## config.mk

```make
export PLATFORM = sky130hd
export DESIGN_NAME = tiks_teach_supervisor
export DESIGN_NICKNAME = d
export VERILOG_FILES = /design/src/tiks_pkg.sv /design/src/tiks_teach_supervisor.sv /design/src/tiks_debounce.sv
export SDC_FILE = /design/constraint.sdc
export NUM_CORES = 1
export LEC_CHECK = 0
export BUFFER_PORTS_ARGS = -buffer_cell sky130_fd_sc_hd__clkbuf_2
export CAP_MARGIN = 30
export CORE_MARGIN = 2
export CORE_UTILIZATION = 39
export DETAILED_ROUTE_END_ITERATION = 12
export SYNTH_ARGS = -nofsm -noshare
export SYNTH_HDL_FRONTEND = slang
export SYNTH_SLANG_ARGS = --single-unit
```

## constraint.sdc

```tcl
create_clock -name clk -period 7.2 [get_ports clk]
set_input_delay 0.72 -clock clk [delete_from_list [all_inputs] [get_ports clk]]
set_output_delay 0.72 -clock clk [all_outputs]
set_load 0.005 [all_outputs]
```

## src/tiks_pkg.sv

```systemverilog
package tiks_pkg;
  localparam int CLK_HZ = 10000000;
  localparam int UNLOCK_MS = 3000;
  localparam int ENTRY_MS = 2000;
  localparam int TIMEOUT_MS = 60000;
  localparam int STUCK_MS = 15000;
  localparam int CONFIRM_MS = 2000;
  localparam int BLINK_MS = 250;
  localparam int DEBOUNCE_MS = 10;
  localparam int UNLOCK_CYC = UNLOCK_MS * (CLK_HZ / 1000);
  localparam int ENTRY_CYC = ENTRY_MS * (CLK_HZ / 1000);
  localparam int TIMEOUT_CYC = TIMEOUT_MS * (CLK_HZ / 1000);
  localparam int STUCK_CYC = STUCK_MS * (CLK_HZ / 1000);
  localparam int CONFIRM_CYC = CONFIRM_MS * (CLK_HZ / 1000);
  localparam int BLINK_CYC = BLINK_MS * (CLK_HZ / 1000);
  localparam int DEBOUNCE_CYC = DEBOUNCE_MS * (CLK_HZ / 1000);
  localparam int POS_W = 9;
  localparam int TIME_W = 30;
  localparam logic [8:0] FACTORY_START0 = 9'h078;
  localparam logic [8:0] FACTORY_START1 = 9'h0F0;
  localparam logic [8:0] FACTORY_START2 = 9'h000;
  localparam logic [8:0] MIN_WIDTH = 9'h005;
  localparam logic [8:0] FULL_TURN = 9'h168;
  localparam logic [1:0] NO_OUT = 2'h3;
  typedef enum logic [2:0]
  {
    TIKS_IDLE = 3'h0,
    TIKS_WAIT_START = 3'h1,
    TIKS_CONFIRM = 3'h3,
    TIKS_WAIT_END = 3'h2,
    TIKS_STUCK = 3'h6
  } tiks_state_e;
endpackage

```

## src/tiks_teach_supervisor.sv

```systemverilog
`timescale 1ns/100ps
module tiks_teach_supervisor #(
  parameter int UNLOCK_CYC = tiks_pkg::UNLOCK_CYC,
  parameter int ENTRY_CYC = tiks_pkg::ENTRY_CYC,
  parameter int TIMEOUT_CYC = tiks_pkg::TIMEOUT_CYC,
  parameter int STUCK_CYC = tiks_pkg::STUCK_CYC,
  parameter int CONFIRM_CYC = tiks_pkg::CONFIRM_CYC,
  parameter int BLINK_CYC = tiks_pkg::BLINK_CYC,
  parameter int DEBOUNCE_CYC = tiks_pkg::DEBOUNCE_CYC
) (
  input wire logic clk,
  input wire logic resetn,
  input wire logic [2:0] buttonRaw,
  input wire logic actuatorPresentRaw,
  input wire logic detectReliableRaw,
  input wire logic [8:0] position,
  output logic [2:0] windowOutput,
  output logic [2:0] yellowLed,
  output logic powerGreen,
  output logic powerRed,
  output logic keylockActive,
  output logic storeWrite,
  output logic [1:0] storeIndex,
  output logic [8:0] storeStart,
  output logic [8:0] storeEnd
);
  logic [2:0] button;
  logic [2:0] buttonPrev;
  logic presA;
  logic present;
  logic relA;
  logic reliable;
  logic [29:0] holdCnt;
  logic [29:0] idleCnt;
  logic [29:0] confirmCnt;
  logic [29:0] blinkCnt;
  logic blink;
  logic holdUsed;
  logic lockRedFlag;
  tiks_pkg::tiks_state_e state;
  tiks_pkg::tiks_state_e next_state;
  logic [1:0] activeIdx;
  logic [8:0] tStart;
  logic [8:0] winStart [3];
  logic [8:0] winEnd [3];

  tiks_debounce #(
    .WIDTH(3),
    .STABLE_CYC(DEBOUNCE_CYC)
  ) u_debounce (
    .clk(clk),
    .resetn(resetn),
    .rawIn(buttonRaw),
    .clean(button)
  );

  function automatic logic [8:0] addWrap(input logic [8:0] a, input logic [8:0] b);
    logic [9:0] s;
    s = {1'b0, a} + {1'b0, b};
    if (s >= {1'b0, tiks_pkg::FULL_TURN})
      s = s - {1'b0, tiks_pkg::FULL_TURN};
    return s[8:0];
  endfunction
  function automatic logic inWindow(input logic [8:0] p, input logic [8:0] s,
                                    input logic [8:0] e);
    if (s <= e)
      return (p >= s) && (p <= e);
    return (p >= s) || (p <= e);
  endfunction
  function automatic logic [1:0] indexOf(input logic [2:0] b);
    case (b)
      3'h1: return 2'h0;
      3'h2: return 2'h1;
      3'h4: return 2'h2;
      default: return tiks_pkg::NO_OUT;
    endcase
  endfunction
  wire [2:0] rise = button & ~buttonPrev;
  wire [2:0] fall = ~button & buttonPrev;
  wire anyEdge = |(rise | fall);
  wire anyHeld = |button;
  wire pairHeld = button == 3'h3;
  wire [1:0] soloIdx = indexOf(button);
  wire holdUnlock = pairHeld && holdCnt >= 30'(UNLOCK_CYC - 1) && !holdUsed;
  wire holdEntry = soloIdx != tiks_pkg::NO_OUT && holdCnt >= 30'(ENTRY_CYC - 1) && !holdUsed;
  wire holdStuck = anyHeld && holdCnt >= 30'(STUCK_CYC - 1);
  wire timedOut = idleCnt >= 30'(TIMEOUT_CYC - 1);
  wire sameRise = rise == (3'h1 << activeIdx);
  wire otherRise = (rise & ~(3'h1 << activeIdx)) != 3'h0;
  wire stableWin = (tStart == position) ? 1'b1 : 1'b0;
  wire [8:0] commitEnd = stableWin ? addWrap(tStart, tiks_pkg::MIN_WIDTH) : position;
  wire doCommit = state == tiks_pkg::TIKS_WAIT_END && sameRise && present;
  wire confirmDone = confirmCnt >= 30'(CONFIRM_CYC - 1);

  always_comb
  begin
    next_state = state;
    unique case (state)
      tiks_pkg::TIKS_IDLE:
        if (holdStuck)
          next_state = tiks_pkg::TIKS_STUCK;
        else if (holdEntry && !keylockActive && present)
          next_state = tiks_pkg::TIKS_WAIT_START;
      tiks_pkg::TIKS_WAIT_START:
        if (timedOut || otherRise)
          next_state = tiks_pkg::TIKS_IDLE;
        else if (sameRise && present)
          next_state = tiks_pkg::TIKS_CONFIRM;
      tiks_pkg::TIKS_CONFIRM:
        if (otherRise)
          next_state = tiks_pkg::TIKS_IDLE;
        else if (confirmDone)
          next_state = tiks_pkg::TIKS_WAIT_END;
      tiks_pkg::TIKS_WAIT_END:
        if (timedOut || otherRise || doCommit)
          next_state = tiks_pkg::TIKS_IDLE;
      tiks_pkg::TIKS_STUCK:
        if (!anyHeld)
          next_state = tiks_pkg::TIKS_IDLE;
      default:
        next_state = tiks_pkg::TIKS_IDLE;
    endcase
    if (holdStuck && next_state != tiks_pkg::TIKS_IDLE)
      next_state = tiks_pkg::TIKS_STUCK;
  end
  // Every button edge restarts both the hold timer and the inactivity timer.
  always_ff @(posedge clk)
  begin
    if (!resetn)
    begin
      buttonPrev <= 3'h0;
      holdCnt <= 30'h00000000;
      idleCnt <= 30'h00000000;
      holdUsed <= 1'b0;
    end
    else
    begin
      buttonPrev <= button;
      holdCnt <= (anyEdge || !anyHeld) ? 30'h00000000 :
                 (holdStuck ? holdCnt : holdCnt + 30'h00000001);
      idleCnt <= (anyEdge || state == tiks_pkg::TIKS_IDLE) ? 30'h00000000 :
                 idleCnt + 30'h00000001;
      // One long hold fires one keylock toggle or teach entry only; any button edge, press or release, re-arms it for another.
      holdUsed <= (anyEdge || !anyHeld) ? 1'b0 : (holdUsed || holdUnlock || holdEntry);
    end
  end

  always_ff @(posedge clk)
  begin
    if (!resetn)
    begin
      presA <= 1'b0;
      present <= 1'b0;
      relA <= 1'b0;
      reliable <= 1'b0;
      blinkCnt <= 30'h00000000;
      blink <= 1'b0;
      confirmCnt <= 30'h00000000;
    end
    else
    begin
      presA <= actuatorPresentRaw;
      present <= presA;
      relA <= detectReliableRaw;
      reliable <= relA;
      blinkCnt <= (blinkCnt >= 30'(BLINK_CYC - 1)) ? 30'h00000000 : blinkCnt + 30'h00000001;
      blink <= (blinkCnt >= 30'(BLINK_CYC - 1)) ? !blink : blink;
      confirmCnt <= (state == tiks_pkg::TIKS_CONFIRM) ? confirmCnt + 30'h00000001 :
                    30'h00000000;
    end
  end

  always_ff @(posedge clk)
  begin
    if (!resetn)
    begin
      state <= tiks_pkg::TIKS_IDLE;
      activeIdx <= 2'h0;
      tStart <= 9'h000;
      keylockActive <= 1'b0;
      lockRedFlag <= 1'b0;
    end
    else
    begin
      state <= next_state;
      if (state == tiks_pkg::TIKS_IDLE && next_state == tiks_pkg::TIKS_WAIT_START)
        activeIdx <= soloIdx;
      if (state == tiks_pkg::TIKS_WAIT_START && next_state == tiks_pkg::TIKS_CONFIRM)
        tStart <= position;
      if (holdUnlock && state == tiks_pkg::TIKS_IDLE)
        keylockActive <= !keylockActive;
      // Red on a press while locked lasts until all buttons are released or the keylock clears.
      lockRedFlag <= anyHeld && keylockActive;
    end
  end

  // Stored windows change only on a committed third press.
  always_ff @(posedge clk)
  begin
    if (!resetn)
    begin
      winStart[0] <= tiks_pkg::FACTORY_START0;
      winStart[1] <= tiks_pkg::FACTORY_START1;
      winStart[2] <= tiks_pkg::FACTORY_START2;
      winEnd[0] <= addWrap(tiks_pkg::FACTORY_START0, tiks_pkg::MIN_WIDTH);
      winEnd[1] <= addWrap(tiks_pkg::FACTORY_START1, tiks_pkg::MIN_WIDTH);
      winEnd[2] <= addWrap(tiks_pkg::FACTORY_START2, tiks_pkg::MIN_WIDTH);
      storeWrite <= 1'b0;
      storeIndex <= 2'h0;
      storeStart <= 9'h000;
      storeEnd <= 9'h000;
    end
    else
    begin
      storeWrite <= doCommit;
      if (doCommit)
      begin
        winStart[activeIdx] <= tStart;
        winEnd[activeIdx] <= commitEnd;
        storeIndex <= activeIdx;
        storeStart <= tStart;
        storeEnd <= commitEnd;
      end
    end
  end

  logic [2:0] next_window;
  logic [2:0] next_yellow;
  always_comb
  begin
    for (int i = 0; i < 3; i++)
      next_window[i] = present && inWindow(position, winStart[i], winEnd[i]);
    next_yellow = next_window;
    unique case (state)
      tiks_pkg::TIKS_WAIT_START,
      tiks_pkg::TIKS_WAIT_END:
        next_yellow[activeIdx] = blink;
      tiks_pkg::TIKS_CONFIRM:
        next_yellow[activeIdx] = 1'b1;
      tiks_pkg::TIKS_STUCK:
        next_yellow = button & {3{blink}};
      default:
        next_yellow = next_window;
    endcase
  end
  // Loss of the actuator, or an unreliable reading, wins red over green except in TIKS_STUCK, where red blinks instead.
  wire redSteady = !present || !reliable || lockRedFlag;
  wire next_red = (state == tiks_pkg::TIKS_STUCK) ? blink : redSteady;
  always_ff @(posedge clk)
  begin
    if (!resetn)
    begin
      windowOutput <= 3'h0;
      yellowLed <= 3'h0;
      powerRed <= 1'b0;
      powerGreen <= 1'b1;
    end
    else
    begin
      windowOutput <= next_window;
      yellowLed <= next_yellow;
      powerRed <= next_red;
      powerGreen <= !next_red;
    end
  end
endmodule

```

## src/tiks_debounce.sv

```systemverilog
`timescale 1ns/100ps
module tiks_debounce #(
  parameter int WIDTH = 3,
  parameter int STABLE_CYC = tiks_pkg::DEBOUNCE_CYC
) (
  input wire logic clk,
  input wire logic resetn,
  input wire logic [WIDTH-1:0] rawIn,
  output logic [WIDTH-1:0] clean
);
  logic [WIDTH-1:0] syncA;
  logic [WIDTH-1:0] syncB;
  logic [WIDTH-1:0] prevB;
  logic [19:0] stableCnt;
  wire changed = syncB != prevB;
  wire settled = stableCnt >= 20'(STABLE_CYC - 1);

  // Two flops before any logic sees the pins; clean moves only after a quiet interval.
  always_ff @(posedge clk)
  begin
    if (!resetn)
    begin
      syncA <= '0;
      syncB <= '0;
      prevB <= '0;
      stableCnt <= 20'h00000;
      clean <= '0;
    end
    else
    begin
      syncA <= rawIn;
      syncB <= syncA;
      prevB <= syncB;
      stableCnt <= changed ? 20'h00000 : (settled ? stableCnt : stableCnt + 20'h00001);
      if (settled)
        clean <= prevB;
    end
  end
endmodule

```

Word level (Yosys, flattened, before mapping) --
Memory sizes are Yosys's and may differ from the RTL's. Cells that the tools add are included.
Word-level totals: bits in registers 206, bits in writable memories 54, input port bits 16, output and inout port bits 30, logic and storage cells 173, memories kept 2
Cells by class: $add $sub $neg 7, $lt $le $gt $ge 19, eq/ne operators 14, shifts and indexed selects 1, mux-type cells 38, bitwise gates (word level) 10, reduce and logical (&&, ||, !) cells 53
Memories:
- winEnd | words 3, width 9, rd ports 3, clocked after Yosys merged registers in 0, write ports 3, line tiks_teach_supervisor.sv:45 | logic [8:0] winEnd [3];
- winStart | words 3, width 9, rd ports 3, clocked after Yosys merged registers in 0, write ports 3, line tiks_teach_supervisor.sv:44 | logic [8:0] winStart [3];
Operators by type and width (number):
- $add A30 B1 Y30 const B | 4
- $ge A30 B25 Y1 const B | 3
- $le A9 B9 Y1 | 6
- $mux W9 | 4
- $ge A30 B22 Y1 const B | 1
- $ge A30 B28 Y1 const B | 1
- $ge A30 B30 Y1 const B | 1
- $ge A9 B9 Y1 | 3
- $mux W3 | 9
- $logic_and A1 B1 Y1 | 22
- $add A20 B1 Y20 const B | 1
- $ge A20 B17 Y1 const B | 1
- $mux W1 | 18
- $reduce_or A9 Y1 | 2
- $eq A3 B2 Y1 const B | 5
- $pmux W3 S5 | 1
- $and A3 B3 Y3 | 4
- $logic_or A1 B1 Y1 | 11
- $add A9 B3 Y10 const B | 1
- $ge A10 B9 Y1 const B | 1
- $reduce_or A2 Y1 | 5
- $eq A3 B1 Y1 const B | 3
- $eq A9 B9 Y1 | 1
- $not A3 Y3 | 3
- other kinds (20) | 31

Longest topological paths before layout --
depth after elaboration 15, depth in mapped cells 11

Hierarchy --
Synthesis repeated with hierarchy kept, for this count alone.
Second synthesis, totals: cell total of the unflattened synthesis 1538, area, all modules 13596.8 um^2
Modules (own cells, without submodules):
- tiks_teach_supervisor | instances 1, cells each 1387, area an instance 12235.5 um^2, seq. area each 5104.9 um^2
- tiks_debounce | instances 1, cells each 151, area an instance 1361.3 um^2, seq. area each 640.6 um^2

Least setup slack after synthesis --
No wires, ideal clock.
path kind register -> register, from reg activeIdx[1], to mem winEnd[2][0] (enable), setup time 0.375 ns, arrival time 2.340 ns, required time 6.825 ns, setup slack 4.486 ns, stages on the path, launching flop included 12, clock period less this slack 2.714 ns, cell sequence dfxtp_1 > inv_1 > nor2_1 > inv_1 > ha_1 > nand4_1 > nor3_1 > nand2_1 > inv_1 > nand2_1 > clkbuf_1 > nand2_1
RTL lines:
- start: declaration | line tiks_teach_supervisor.sv:42 | logic [1:0] activeIdx;
- start signal: assignment | line tiks_teach_supervisor.sv:187 | activeIdx <= soloIdx;
- end: declaration | line tiks_teach_supervisor.sv:45

==> impl_metrics.prom <==
# TYPE chip_impl_metric gauge
chip_impl_metric{name="floorplan_row_count",unit=""} 67
chip_impl_metric{name="worst-slew-pin-transition",unit="ns"} 0.956
chip_impl_metric{name="globalplace.congestion",unit=""} 0.853
chip_impl_info{name="cts_tree",value="done"} 1
chip_impl_metric{name="total_power",unit="mW"} 3.17
chip_impl_metric{name="multi_input_comb_area",unit="sq um"} 7010
chip_impl_info{name="crit_path_cell_trace",value="inv_1, nor2_1, inv_1, ha_1, nand4_1, nor3_2, buf_4, nand2_1, inv_1, nand2_1, nand2_1"} 1
chip_impl_metric{name="synth.yosys.warnings",unit=""} 0
chip_impl_metric{name="cts.htree.levels",unit=""} 1
chip_impl_metric{name="place_ws",unit="ns"} 3.58
chip_impl_metric{name="num-nets-final",unit=""} 1635
chip_impl_info{name="rsz0062_at_grt",value="no"} 1
chip_impl_metric{name="grtUsageTotal",unit="%"} 17.4
chip_impl_metric{name="post_synth_edffs",unit=""} 54
chip_impl_metric{name="die_area",unit="sq um"} 35500
chip_impl_info{name="cp-end-kind",value="flop"} 1
chip_impl_metric{name="detailed_route_iter0_violations",unit=""} 661
chip_impl_metric{name="port_buffers",unit=""} 45
chip_impl_metric{name="drive_gt1_share",unit="%"} 7.89
chip_impl_metric{name="n_fill_cell",unit=""} 3328
chip_impl_metric{name="final.setup_skew",unit="ns"} 0.0107
chip_impl_info{name="rr_endpoint",value="winStart[2][2]"} 1
chip_impl_metric{name="synth_to_layout_area_growth",unit="%"} 12.3
chip_impl_info{name="synthTopCellsByArea",value="dfxtp_1, edfxtp_1, ha_1, nor2_1, xor2_1"} 1
chip_impl_metric{name="routed_wire_length_per_instance",unit="um"} 15.5
chip_impl_info{name="hold_class",value="primary input to flop"} 1
chip_impl_metric{name="power_density",unit="nW/um^2"} 213
chip_impl_metric{name="detail_route.vias_per_cell",unit=""} 5.20
chip_impl_metric{name="cts_hold_repair.buffers",unit=""} 0
chip_impl_metric{name="initial_utilization",unit="%"} 39.6
chip_impl_info{name="synth_top_family_by_area",value="simple AND/OR/NAND/NOR gates"} 1
chip_impl_metric{name="critical_path_required",unit="ns"} 7.38
chip_impl_metric{name="floorplan.io_pins",unit=""} 46
chip_impl_metric{name="worst_setup_hold_path_clk_slew",unit="ns"} 0.06
chip_impl_metric{name="grt_pass1_wl",unit="um"} 50900
chip_impl_metric{name="tritoncts.num_buffers",unit=""} 29
chip_impl_metric{name="synthDominantCellAreaShare",unit="%"} 31.1
chip_impl_metric{name="register_area",unit="sq um"} 5750
chip_impl_info{name="commonest_register_cell_after_synthesis",value="dfxtp_1"} 1
chip_impl_metric{name="layout_setup_ws",unit="ns"} 3.50
chip_impl_info{name="critical_path_class",value="flop to flop"} 1
chip_impl_metric{name="fp.dieW",unit="um"} 188
chip_impl_metric{name="critical_path_arrival",unit="ns"} 3.88
chip_impl_info{name="startpoint_of_the_worst_register_to_register_path",value="activeIdx[1]"} 1
chip_impl_metric{name="finalSetupTns",unit="ns"} 0
chip_impl_metric{name="synth_simple_gate_area_share",unit="%"} 23.6
chip_impl_metric{name="synth.avg_cell_area",unit="sq um"} 8.95
chip_impl_info{name="cpMaxStageDelayCell",value="nand2_1"} 1
chip_impl_metric{name="number_of_maximum_capacitance_violations",unit=""} 0
chip_impl_metric{name="num_vias",unit=""} 10400
chip_impl_metric{name="postLayoutCellArea",unit="sq um"} 14900
chip_impl_info{name="hold_path_startpoint",value="buttonRaw[1]"} 1
chip_impl_info{name="hold_end",value="u_debounce.syncA[1]"} 1
chip_impl_metric{name="whs_path_depth",unit=""} 2
chip_impl_metric{name="synthesized_area_fraction_occupied_by_xor_and_xnor_cells",unit="%"} 7.66
chip_impl_metric{name="clock_path_buffers",unit=""} 3
chip_impl_metric{name="p_leak",unit="nW"} 5.64
chip_impl_metric{name="numClockSinks",unit=""} 260
chip_impl_metric{name="vias_in_the_first_global_route",unit=""} 9928
chip_impl_metric{name="grt_antenna_before_repair",unit=""} 0
chip_impl_info{name="yosysMostFrequentCell",value="dfxtp_1"} 1
chip_impl_metric{name="post_cts_buffers",unit=""} 0
chip_impl_metric{name="hold_violations",unit=""} 0
chip_impl_metric{name="drt-pass1-iter-count",unit=""} 6
chip_impl_metric{name="final_min_period_over_clock_period",unit="%"} 51.4
chip_impl_info{name="root_buffer",value="clkbuf_16"} 1
chip_impl_info{name="synth_area_leader_cell",value="dfxtp_1"} 1
chip_impl_metric{name="ys_ff_latch",unit=""} 260
chip_impl_metric{name="maxSlewHeadroom",unit="%"} 36.1
chip_impl_metric{name="die_h",unit="um"} 188
chip_impl_metric{name="clock_insertion_delay_worst_skew",unit="ns"} 0.55
chip_impl_metric{name="final_period_minus_worst_setup_slack",unit="ns"} 3.70
chip_impl_metric{name="crit_fanout",unit=""} 31
chip_impl_metric{name="muxShareOfSynthArea",unit="%"} 1.21
chip_impl_metric{name="max_fclk",unit="MHz"} 270
chip_impl_metric{name="cp_slowest_stage_delay",unit="ns"} 0.65
chip_impl_metric{name="worst-r2r-cell-count",unit=""} 11
chip_impl_metric{name="synth_compound_gate_area_share",unit="%"} 11.1
chip_impl_metric{name="post_synth_inst_count",unit=""} 1482
chip_impl_metric{name="globalRouteOverflowTotal",unit=""} 0
chip_impl_metric{name="detail-route-antenna-nets",unit=""} 0
chip_impl_info{name="yosys-top-cells-count",value="dfxtp_1, nor2_1, nand2_1"} 1
chip_impl_metric{name="ff2ff_setup_slack",unit="ns"} 3.50
chip_impl_metric{name="seq_area_frac_synth",unit="%"} 43.3
chip_impl_metric{name="grt_start_max_net_pins",unit=""} 70
chip_impl_metric{name="drc",unit=""} 0
chip_impl_metric{name="antenna_cells_inserted",unit=""} 0
chip_impl_metric{name="finalWirelength",unit="um"} 30900
chip_impl_info{name="cp-start-kind",value="flop"} 1
chip_impl_metric{name="final_setup_violation_count",unit=""} 0
chip_impl_metric{name="async_reset_ff_share",unit="%"} 0
chip_impl_metric{name="synth_area",unit="sq um"} 13300
chip_impl_metric{name="synth_adder_area_share",unit="%"} 8.96
chip_impl_metric{name="ys_types",unit=""} 75
chip_impl_metric{name="hpwl_dp",unit="um"} 22400
chip_impl_metric{name="placement.cell_area",unit="sq um"} 13900
chip_impl_metric{name="vdd_drop_max",unit="uV"} 179
chip_impl_metric{name="cts_resized",unit=""} 0
chip_impl_metric{name="slew_viol_final",unit=""} 0
chip_impl_info{name="outcome",value="complete, no violations"} 1
chip_impl_metric{name="core_area",unit="sq um"} 33500
==> critical path: cells and delay by family, from the launching register on <==
family	cells	cell delay, ns
adders and majority gates	1	0.29
and+or+nand+nor	6	1.88
DFF	1	0.37
buffers and inverters	4	0.78
==> metrics by stage <==
| step | hold slack [ns] | utilization (%) | instances |
|---|---|---|---|
| global placement | 0.415 | 41.5 | 1939 |
| finish | 0.372 | 44.5 | 1995 |
| detailed placement | 0.418 | 41.6 | 1941 |
| global route | 0.355 | 44.5 | 1995 |
| CTS | 0.348 | 44.5 | 1995 |
| floorplan | 0.408 | - | 1489 |
==> kinds of logic after synthesis <==
kind of cell / after synthesis
xor+xnor: 116
simple gates: 631
buf+inv: 136
other cells: 1
flops: 260
compound gates: 227
fa+ha+maj: 95
mux: 16
==> cells in the final DEF, fill, tap and decap left out, types with 39 or more instances in the layout <==
cell type / netlist / final
xnor2_1: 55 / 55
edfxtp_1: 54 / 54
ha_1: 95 / 95
o21ai_0: 63 / 63
nor2_1: 188 / 188
nand3_1: 51 / 51
nand4_1: 39 / 39
nor3_1: 47 / 46
xor2_1: 61 / 61
a21oi_1: 60 / 60
inv_1: 90 / 90
dfxtp_1: 206 / 206
nand2_1: 125 / 125
clkbuf_2: 1 / 45
==> where the power goes <==
group / switching (mW) / total, mW / internal, mW
clock network: 0.603 / 1.48 / 0.877
logic: 0.102 / 0.167 / 0.0647
registers: 0.0140 / 1.52 / 1.51
==> layout make-up <==
| class | instances | area share (%) |
|---|---|---|
| clock buffers | 38 | 5.51 |
| multi-input cells | 1093 | 47.0 |
| well taps | 448 | 3.76 |
| repair buffers | 50 | 1.86 |
| inverters | 90 | 2.27 |
| flip-flops and latches | 260 | 38.5 |
| clock inverters | 16 | 1.02 |
==> layer usage <==
metal  up-vias  share of wire [%]  global-route usage, %
met3        48                4.1                   2.18
met1      4882                 47                   23.5
met5         -                  0                      0
met4         0                2.5                   5.56
met2       179                 46                   28.8
li1       5261                  -                      -
==> sequential cells by signal, indices dropped and copies added (netlist names), 9 cells and up <==
name,cells
confirmCnt,30
storeStart,9
winStart,27
tStart,9
winEnd,27
storeEnd,9
u_debounce.stableCnt,20
blinkCnt,30
idleCnt,30
holdCnt,30
==> worst max-delay path by stage <==
| stage | startpoint | end | cells past startpoint |
|---|---|---|---|
| floorplan | activeIdx[1] | winEnd[2][0] | 11 |
| global route | activeIdx[1] | winStart[2][2] | 11 |
| CTS | activeIdx[1] | winStart[2][0] | 11 |
| detailed placement | activeIdx[1] | winEnd[2][0] | 11 |
| global placement | activeIdx[1] | winStart[2][2] | 11 |
| finish | activeIdx[1] | winStart[2][2] | 11 |
Note: power is estimated with default switching activity, not from simulation.
